--- src/rtl/cls_map.svh ---
// Constants of the clock-output and suspend control block
// Assumes inclusion by bare name from the package and the design files
`ifndef CLS_MAP_SVH
`define CLS_MAP_SVH

// Register byte offsets on the APB slave
`define CLS_HW_CFG_ADDR 12'h000
`define CLS_MODE_ADDR 12'h004
`define CLS_STATUS_ADDR 12'h008

// Field positions, configuration register
`define CLS_CFG_DIV_LSB 0
`define CLS_CFG_DIV_MSB 3
`define CLS_CFG_OSC_RUN_BIT 4
`define CLS_CFG_SLOW_DIS_BIT 5
// Field positions, mode and status registers
`define CLS_MODE_GO_SUSP_BIT 0
`define CLS_STAT_REF_BIT 0
`define CLS_STAT_BUS_SUSP_BIT 7

// Reset values
`define CLS_CFG_RESET 6'h13
`define CLS_MODE_RESET 1'h0

// Timing, figures in their own units
`define CLS_CLK_NS 40
`define CLS_SUSP_DELAY_US 2000
`define CLS_RESUME_DELAY_US 500
`define CLS_SLOW_HALF_NS 5000
`define CLS_REF_TIMEOUT_NS 2560

// Cycle counts derived from the figures, least times rounded up
`define CLS_SUSP_DELAY_CYC ((`CLS_SUSP_DELAY_US * 1000 + `CLS_CLK_NS - 1) / `CLS_CLK_NS)
`define CLS_RESUME_DELAY_CYC ((`CLS_RESUME_DELAY_US * 1000 + `CLS_CLK_NS - 1) / `CLS_CLK_NS)
`define CLS_SLOW_HALF_CYC ((`CLS_SLOW_HALF_NS + `CLS_CLK_NS - 1) / `CLS_CLK_NS)
`define CLS_REF_TIMEOUT_CYC ((`CLS_REF_TIMEOUT_NS + `CLS_CLK_NS - 1) / `CLS_CLK_NS)

`endif

--- src/rtl/cls_pkg.sv ---
// Types of the clock-output and suspend control block
// Assumes the constants header is on the include path
package cls_pkg;
  `include "cls_map.svh"

  // Clock-output source
  typedef enum logic [1:0] {
    CLS_SRC_NORMAL = 2'h0,
    CLS_SRC_SLOW = 2'h1,
    CLS_SRC_OFF = 2'h3
  } cls_src_t;

  // Suspend sequence, Gray coded along the loop
  typedef enum logic [1:0] {
    CLS_AWAKE = 2'h0,
    CLS_ENTERING = 2'h1,
    CLS_SUSPENDED = 2'h3,
    CLS_RESUMING = 2'h2
  } cls_state_t;

  // Software configuration
  typedef struct packed {
    logic slow_clk_disable;
    logic osc_run;
    logic [3:0] clk_out_divider;
  } cls_cfg_t;
endpackage

--- src/rtl/cls_clk_mux.sv ---
// Glitch-free selector for the clock output
// Assumes each source divider runs only while it is the current source
`timescale 1ns/1ps
module cls_clk_mux
  import cls_pkg::*;
(
  input wire logic clk,
  input wire logic reset,
  input cls_pkg::cls_src_t req,
  input wire logic norm_q,
  input wire logic slow_q,
  output cls_pkg::cls_src_t cur,
  output logic out
);
  wire sel_q = (cur == CLS_SRC_NORMAL) ? norm_q : (cur == CLS_SRC_SLOW) ? slow_q : 1'b0;
  wire quiet = !sel_q && !out;

  // Follow the current source; change source only while low
  always_ff @(posedge clk or posedge reset) begin
    if (reset) begin
      cur <= CLS_SRC_OFF;
      out <= 1'b0;
    end else begin
      out <= sel_q;
      if (req != cur && quiet) begin
        cur <= req;
      end
    end
  end
endmodule

--- src/rtl/cls_div.sv ---
// Clock divider producing a square wave from the system clock
// Assumes run and half come from logic on the same clock
`timescale 1ns/1ps
module cls_div #(
  parameter int W = 8
) (
  input wire logic clk,
  input wire logic reset,
  input wire logic run,
  input wire logic [W-1:0] half,
  output logic q
);
  logic [W-1:0] cnt;
  wire [W-1:0] half_m1 = half - W'(1);
  wire last = (cnt >= half_m1);

  // Count half periods; idle low so a restart begins with a full low phase
  always_ff @(posedge clk or posedge reset) begin
    if (reset) begin
      cnt <= '0;
      q <= 1'b0;
    end else if (!run) begin
      cnt <= '0;
      q <= 1'b0;
    end else if (last) begin
      cnt <= '0;
      q <= ~q;
    end else begin
      cnt <= cnt + W'(1);
    end
  end
endmodule

--- src/rtl/cls_top.sv ---
// Clock-output and suspend control with an APB register slave
// Assumes an APB master on clk; wake-up and reference pins are asynchronous
`timescale 1ns/1ps
`include "cls_map.svh"

// Behaviour
// - The reference input takes a crystal or an external square wave; osc_out is unused then.
// - The reference is multiplied to one internal high-rate clock by the PLL.
// - The clock output is derived from the PLL clock at a programmable rate.
// - The four-bit divider field sets the division of the normal clock output.
// - The oscillator-run bit turns the oscillator on when set and off when cleared.
// - In suspend the oscillator and PLL are off and the normal clock output stops.
// - The slow-clock-disable bit decides whether the slow clock drives the output in suspend.
// - With that bit clear the output keeps toggling in suspend at the slow rate.
// - The suspend output and clock output change about 2 ms after the request.
// - A positive wake pulse clears the suspend output; the clock restarts 0.5 ms later.
// - The bus suspend status bit reads zero when awake and one when suspended.
module cls_top
  import cls_pkg::*;
#(
  parameter int ADDR_W = 12,
  parameter int CNT_W = 17,
  parameter int SUSP_DELAY_CYC = `CLS_SUSP_DELAY_CYC,
  parameter int RESUME_DELAY_CYC = `CLS_RESUME_DELAY_CYC
) (
  input wire logic clk,
  input wire logic reset,
  input wire logic psel,
  input wire logic penable,
  input wire logic pwrite,
  input wire logic [ADDR_W-1:0] paddr,
  input wire logic [31:0] pwdata,
  output logic pready,
  output logic [31:0] prdata,
  output logic pslverr,
  input wire logic osc_in,
  output logic osc_out,
  input wire logic dev_wake_in,
  output logic clock_output_pin,
  output logic dev_suspend,
  output logic osc_enable,
  output logic pll_enable
);
  import cls_pkg::*;

  ////////////////////////////////////////////////////////////////////////////
  // Declarations

  cls_cfg_t dev_hw_config_reg;
  logic go_suspend;
  logic go_suspend_prev;
  cls_state_t state;
  cls_state_t next_state;
  logic [CNT_W-1:0] cnt;
  logic [CNT_W-1:0] next_cnt;
  logic wake_s1;
  logic wake_s2;
  logic wake_s3;
  logic osc_s1;
  logic osc_s2;
  logic osc_s3;
  logic [7:0] ref_timer;
  logic ref_active;
  cls_src_t req_src;
  cls_src_t cur_src;
  logic norm_q;
  logic slow_q;

  ////////////////////////////////////////////////////////////////////////////
  // APB decode

  // Access phase, first cycle only; answer follows one cycle later
  wire access = psel && penable && !pready;
  wire hit_cfg = (paddr == ADDR_W'(`CLS_HW_CFG_ADDR));
  wire hit_mode = (paddr == ADDR_W'(`CLS_MODE_ADDR));
  wire hit_stat = (paddr == ADDR_W'(`CLS_STATUS_ADDR));
  wire hit_any = hit_cfg || hit_mode || hit_stat;
  wire wr_cfg = access && pwrite && hit_cfg;
  wire wr_mode = access && pwrite && hit_mode;
  wire rd_any = access && !pwrite;

  // Read data per register; unused bits read zero
  wire [31:0] rd_cfg = {26'h0, dev_hw_config_reg};
  wire [31:0] rd_mode = {31'h0, go_suspend};
  wire [31:0] rd_stat = {24'h0, dev_suspend, 6'h0, ref_active};
  wire [31:0] rd_mux = hit_cfg ? rd_cfg : hit_mode ? rd_mode : hit_stat ? rd_stat : 32'h0;

  // Bus answer registers
  always_ff @(posedge clk or posedge reset) begin
    if (reset) begin
      pready <= 1'b0;
      pslverr <= 1'b0;
      prdata <= 32'h0;
    end else begin
      pready <= access;
      pslverr <= access && !hit_any;
      if (rd_any) begin
        prdata <= rd_mux;
      end
    end
  end

  // Software registers
  always_ff @(posedge clk or posedge reset) begin
    if (reset) begin
      dev_hw_config_reg <= cls_cfg_t'(`CLS_CFG_RESET);
      go_suspend <= `CLS_MODE_RESET;
    end else begin
      if (wr_cfg) begin
        dev_hw_config_reg <= cls_cfg_t'(pwdata[5:0]);
      end
      if (wr_mode) begin
        go_suspend <= pwdata[`CLS_MODE_GO_SUSP_BIT];
      end
    end
  end

  ////////////////////////////////////////////////////////////////////////////
  // Pin synchronisers

  // Two flops before any logic; third stage only for edge detection
  always_ff @(posedge clk or posedge reset) begin
    if (reset) begin
      wake_s1 <= 1'b0;
      wake_s2 <= 1'b0;
      wake_s3 <= 1'b0;
      osc_s1 <= 1'b0;
      osc_s2 <= 1'b0;
      osc_s3 <= 1'b0;
    end else begin
      wake_s1 <= dev_wake_in;
      wake_s2 <= wake_s1;
      wake_s3 <= wake_s2;
      osc_s1 <= osc_in;
      osc_s2 <= osc_s1;
      osc_s3 <= osc_s2;
    end
  end

  // Edges seen on the synchronised pins
  wire wake_rise = wake_s2 && !wake_s3;
  wire osc_edge = osc_s2 != osc_s3;

  // Reference presence, crystal or external square wave alike
  always_ff @(posedge clk or posedge reset) begin
    if (reset) begin
      ref_timer <= 8'h00;
      ref_active <= 1'b0;
    end else if (osc_edge) begin
      ref_timer <= 8'(`CLS_REF_TIMEOUT_CYC);
      ref_active <= 1'b1;
    end else if (ref_timer != 8'h00) begin
      ref_timer <= ref_timer - 8'h01;
    end else begin
      ref_active <= 1'b0;
    end
  end

  ////////////////////////////////////////////////////////////////////////////
  // Suspend sequence

  // Request is the set-then-clear of go_suspend
  wire go_suspend_fall = go_suspend_prev && !go_suspend;
  wire susp_done = (cnt == CNT_W'(SUSP_DELAY_CYC - 1));
  wire resume_done = (cnt == CNT_W'(RESUME_DELAY_CYC - 1));

  // Next state and delay counter
  always_comb begin
    next_state = state;
    next_cnt = cnt + CNT_W'(1);
    case (state)
      CLS_AWAKE: begin
        next_cnt = '0;
        if (go_suspend_fall) begin
          next_state = CLS_ENTERING;
        end
      end
      CLS_ENTERING: begin
        if (wake_rise) begin
          next_state = CLS_AWAKE;
        end else if (susp_done) begin
          next_state = CLS_SUSPENDED;
          next_cnt = '0;
        end
      end
      CLS_SUSPENDED: begin
        next_cnt = '0;
        if (wake_rise) begin
          next_state = CLS_RESUMING;
        end
      end
      CLS_RESUMING: begin
        if (resume_done) begin
          next_state = CLS_AWAKE;
          next_cnt = '0;
        end
      end
      default: begin
        next_state = CLS_AWAKE;
        next_cnt = '0;
      end
    endcase
  end

  // State registers
  always_ff @(posedge clk or posedge reset) begin
    if (reset) begin
      state <= CLS_AWAKE;
      cnt <= '0;
      go_suspend_prev <= 1'b0;
    end else begin
      state <= next_state;
      cnt <= next_cnt;
      go_suspend_prev <= go_suspend;
    end
  end

  ////////////////////////////////////////////////////////////////////////////
  // Oscillator, PLL and clock source control

  // Oscillator and PLL run while the run bit is set, unless suspended; resume starts them early
  wire osc_allowed = (state != CLS_SUSPENDED) && dev_hw_config_reg.osc_run;
  wire normal_ok = (state == CLS_AWAKE || state == CLS_ENTERING) && dev_hw_config_reg.osc_run;
  wire in_susp = (state == CLS_SUSPENDED || state == CLS_RESUMING);

  // Requested source for the output selector
  assign req_src = normal_ok ? CLS_SRC_NORMAL :
                   (in_susp && !dev_hw_config_reg.slow_clk_disable) ? CLS_SRC_SLOW :
                   CLS_SRC_OFF;

  // Power controls and status outputs
  always_ff @(posedge clk or posedge reset) begin
    if (reset) begin
      osc_enable <= 1'b0;
      pll_enable <= 1'b0;
      osc_out <= 1'b0;
      dev_suspend <= 1'b0;
    end else begin
      osc_enable <= osc_allowed;
      pll_enable <= osc_allowed;
      osc_out <= osc_allowed && !osc_s2;
      dev_suspend <= (next_state == CLS_SUSPENDED);
    end
  end

  // Divided clock, half period of divider plus one system-clock cycles
  wire [4:0] norm_half = {1'b0, dev_hw_config_reg.clk_out_divider} + 5'h01;

  cls_div #(.W(5)) u_norm_div (
    .clk(clk),
    .reset(reset),
    .run(cur_src == CLS_SRC_NORMAL),
    .half(norm_half),
    .q(norm_q)
  );

  // Slow suspend clock, running only while it is the current source
  cls_div #(.W(8)) u_slow_div (
    .clk(clk),
    .reset(reset),
    .run(cur_src == CLS_SRC_SLOW),
    .half(8'(`CLS_SLOW_HALF_CYC)),
    .q(slow_q)
  );

  cls_clk_mux u_mux (
    .clk(clk),
    .reset(reset),
    .req(req_src),
    .norm_q(norm_q),
    .slow_q(slow_q),
    .cur(cur_src),
    .out(clock_output_pin)
  );
endmodule

--- config.mk ---
export PLATFORM = sky130hd
export DESIGN_NAME = cls_top
export DESIGN_NICKNAME = d
export VERILOG_FILES = /design/src/rtl/cls_pkg.sv /design/src/rtl/cls_clk_mux.sv /design/src/rtl/cls_div.sv /design/src/rtl/cls_top.sv
export VERILOG_INCLUDE_DIRS = /design/src /design/src/rtl
export SDC_FILE = /design/constraint.sdc
export NUM_CORES = 1
export LEC_CHECK = 0
export BUFFER_PORTS_ARGS = -buffer_cell sky130_fd_sc_hd__buf_2
export CORE_AREA = 2 2 104 106
export CTS_BUF_LIST = sky130_fd_sc_hd__clkbuf_4
export CTS_CLUSTER_SIZE = 20
export DETAILED_ROUTE_END_ITERATION = 12
export DIE_AREA = 0 0 106 108
export GPL_TIMING_DRIVEN = 0
export SETUP_SLACK_MARGIN = 0.05
export SYNTH_ARGS = -nofsm -noshare
export SYNTH_HDL_FRONTEND = slang
export SYNTH_HIERARCHICAL = 1
export SYNTH_SLANG_ARGS = --single-unit
--- constraint.sdc ---
create_clock -name clk -period 3.3 [get_ports clk]
set_input_delay 0.165 -clock clk [delete_from_list [all_inputs] [get_ports clk]]
set_output_delay 0.165 -clock clk [all_outputs]
set_load 0.02 [all_outputs]
==> impl_metrics.ini <==
[sta]
slew_violations = 0
fin_setup_tns_ns = 0
worst_clock_skew_ns = 0.0175
worstMarginPinSlew_ns = 0.755
finalHoldViolations = 0
setup_repair_after_global_routing_missed_its_margin = false
setup_ws_ns = 0.868
final_setup_violation_count = 0
post-route-period-util_pct = 73.7
normalized_max_slew_margin_pct = 49.5
achievable-frequency_ghz = 0.411
final.min_clock_period_ns = 2.43

[final_layout]
mostFrequentLayoutCell = dfrtp_1
n_fill_cell = 994
flow.area_growth_from_synthesis_pct = 19.3
layout_top_registers = cnt: 17 flops, ref_timer: 8 flops, u_slow_div/cnt: 8 flops
num-nets-final = 558
flip_flop_count_of_the_largest_register_after_layout = 17
most-common-layout-cells = dfrtp_1, nor2_1, conb_1
layout-drive-gt1-share_pct = 23.6
count_of_placed_standard_cells_in_the_final_layout_fillers_left_out = 627
register_with_the_highest_flop_count = cnt
antennaDiodeCount = 0

[synth]
synthCells = 384
count_of_flip_flops_with_a_built_in_enable_after_synthesis = 0
synth_largest_area_cell = dfrtp_1
synthDistinctLibCells = 55
synth-seq-cells = 72
syn_area_um2 = 4010
synthDominantCellAreaShare_pct = 41.8
synth.top_cells.by_area = dfrtp_1, ha_1, buf_4
yosys_warnings = 6
synth_seq_area_share_pct = 45.1
postSynthAreaPerCell_um2 = 10.4
ys_dominant_reg_cell = dfrtp_1
postSynth.asyncResetShare_pct = 100

[grt]
met2_track_demand_over_resource_pct = 22.9
grt_start_max_net_pins = 37
grt_use_met3_pct = 4.64
first_global_vias = 2799
grt_util_all_layers_pct = 13.6
grt.busiest_layer = met2
grt_pass1_wl_um = 12400
met1_usage_pct = 16.7
number_of_antenna_violations_at_the_first_check_in_global_routing = 0
aggregate_global_routing_overflow = 0

[floorplanning]
start_util_pct = 39.2
rows = 37
core_area_um2 = 10200
die_w_um = 106
vertical_die_dimension_um = 108
ios = 90
design.die.area_um2 = 11400

[clock_network]
cts_tree = built
cts_setup_buffers = 0
cts.hold.buffers_added = 10
clock_latency_ns = 0.42
cts_inserted_buffers = 9
cts-resized-gates = 0
cts.sinks = 72
cts_root_buf = clkbuf_4
htree_num_levels = 3
cts_max_path_buffers = 2
path_clk_slew_ns = 0.12

[critical_path]
worstSetupEndpointType = flop
worstReg2RegStart = dev_hw_config_reg[0]
cp_max_fo = 6
setup.worst_path.start_class = flop
reg2reg_capture_point = u_norm_div/q
reg2reg_slack_ns = 0.87
path_class = reg -> reg
register_to_register_path_depth = 9
timing.critical_path.arrival_ns = 2.76
timing.critical_path.required_ns = 3.63

[flow_run]
max_cap_viol_count = 0

[drt]
first_pass_iters = 4
drt_wl_cell_um = 11.5
drt_iter0_markers = 86
post-route-drc-count = 0
routed-via-count = 2818
avgViaCountPerCell = 4.49
wl_um = 7210
ant_nets = 0

[placement]
preCtsSetupSlack_ns = 0.835
routabilityCongestion = 0.852
post-dp-hpwl_um = 5470
dp.cells = 601
port_buffers = 38

[hold_path]
timing.hold.worst_path_depth = 3
min_to = pready
hold_path.class = in -> reg
hold_path.startpoint = psel

[power_and_ir_drop]
power_density_nw_per_um2 = 378
peakVddDrop_mv = 0.350
cellLeakagePower_nw = 2.25

[outcome]
outcome = completed
report_power, final:
group / leakage, nW / switching [W] / internal, W
clock: 0.0738 / 0.000311 / 0.000236
sequential: 0.957 / 0.0000399 / 0.000926
combinational: 1.22 / 0.000160 / 0.000136
per-layer routing:
layer  wire length (um)  share of wire, %
met1               3410                47
met2               3450                48
met3                253               3.5
met4                 91               1.3
met5                  0                 0
kinds of logic (layout without fill, tap and decap cells):
| family | Yosys count | in the layout | synth area share [%] |
|---|---|---|---|
| simple gates | 150 | 150 | 20.6 |
| buf+inv | 52 | 117 | 7.49 |
| flops | 72 | 72 | 45.1 |
| xor+xnor | 41 | 41 | 8.96 |
| other cells | 2 | 44 | 0.187 |
| fa+ha+maj | 21 | 21 | 6.56 |
| compound gates | 35 | 35 | 7.96 |
| mux | 11 | 11 | 3.09 |
through the flow:
stage | hold slack [ns] | area [um2] | total power [W] | utilization, %
2_1_floorplan | -0.0828 | 4170 | 0.00121 | -
3_3_place_gp | 0.0665 | 4530 | 0.00126 | 44.2
3_5_place_dp | 0.0762 | 4550 | 0.00127 | 44.4
4_1_cts | 0.00443 | 4780 | 0.00184 | 46.7
5_1_grt | 0.0192 | 4780 | 0.00192 | 46.7
6_report | 0.0298 | 4780 | 0.00181 | 46.7
Yosys cell counts, types with 2 or more instances:
| library cell | number |
|---|---|
| nor4_4 | 2 |
| dfrtp_1 | 67 |
| mux2i_1 | 3 |
| nand4_1 | 5 |
| nand3b_1 | 3 |
| a21oi_1 | 5 |
| nor3_2 | 6 |
| nand2_1 | 18 |
| a211oi_1 | 2 |
| and3_1 | 5 |
| nand3_1 | 22 |
| xor2_1 | 21 |
| a22o_1 | 5 |
| o21ai_0 | 2 |
| a21o_1 | 2 |
| buf_4 | 26 |
| and4_1 | 2 |
| or2_2 | 2 |
| dfstp_2 | 5 |
| nor4_1 | 9 |
| conb_1 | 2 |
| nand2b_1 | 5 |
| nor3_1 | 10 |
| a31oi_1 | 2 |
| inv_1 | 24 |
| ha_1 | 21 |
| or3_1 | 2 |
| o21a_1 | 4 |
| nor2_1 | 47 |
| o41ai_1 | 2 |
| mux2_2 | 7 |
| or4_1 | 2 |
| nor2b_1 | 3 |
| xnor2_1 | 20 |
how the worst max path moves through the flow:
stage / start / end / slack [ns] / depth (start not counted)
floorplan: dev_hw_config_reg[0] / u_norm_div/q / 1.02 / 9
global placement: dev_hw_config_reg[0] / u_norm_div/q / 0.88 / 9
detailed placement: dev_hw_config_reg[0] / u_norm_div/q / 0.84 / 9
CTS: dev_hw_config_reg[0] / u_norm_div/q / 0.82 / 9
global route: dev_hw_config_reg[0] / u_norm_div/q / 0.70 / 9
finish: dev_hw_config_reg[0] / u_norm_div/q / 0.87 / 9
final cells by class:
type	count	area [um2]	area share [%]
inverters	24	90.1	1.88
multi-input cells	302	2060	43.0
plain buffers	28	210	4.40
clock buffers	10	75.1	1.57
well taps	136	170	3.56
clock inverters	6	60.1	1.26
repair buffers	49	310	6.49
flip-flops and latches	72	1810	37.8
critical path, cell delays in order, from the launching register on:
cell	delay (ns)
dfstp_2	0.59
ha_1	0.18
xor2_1	0.26
nor2_1	0.08
nand2_1	0.08
xor2_1	0.16
ha_1	0.29
a211oi_4	0.25
o21ai_2	0.14
mux2_4	0.31
Power figures use the tool's default switching activity.
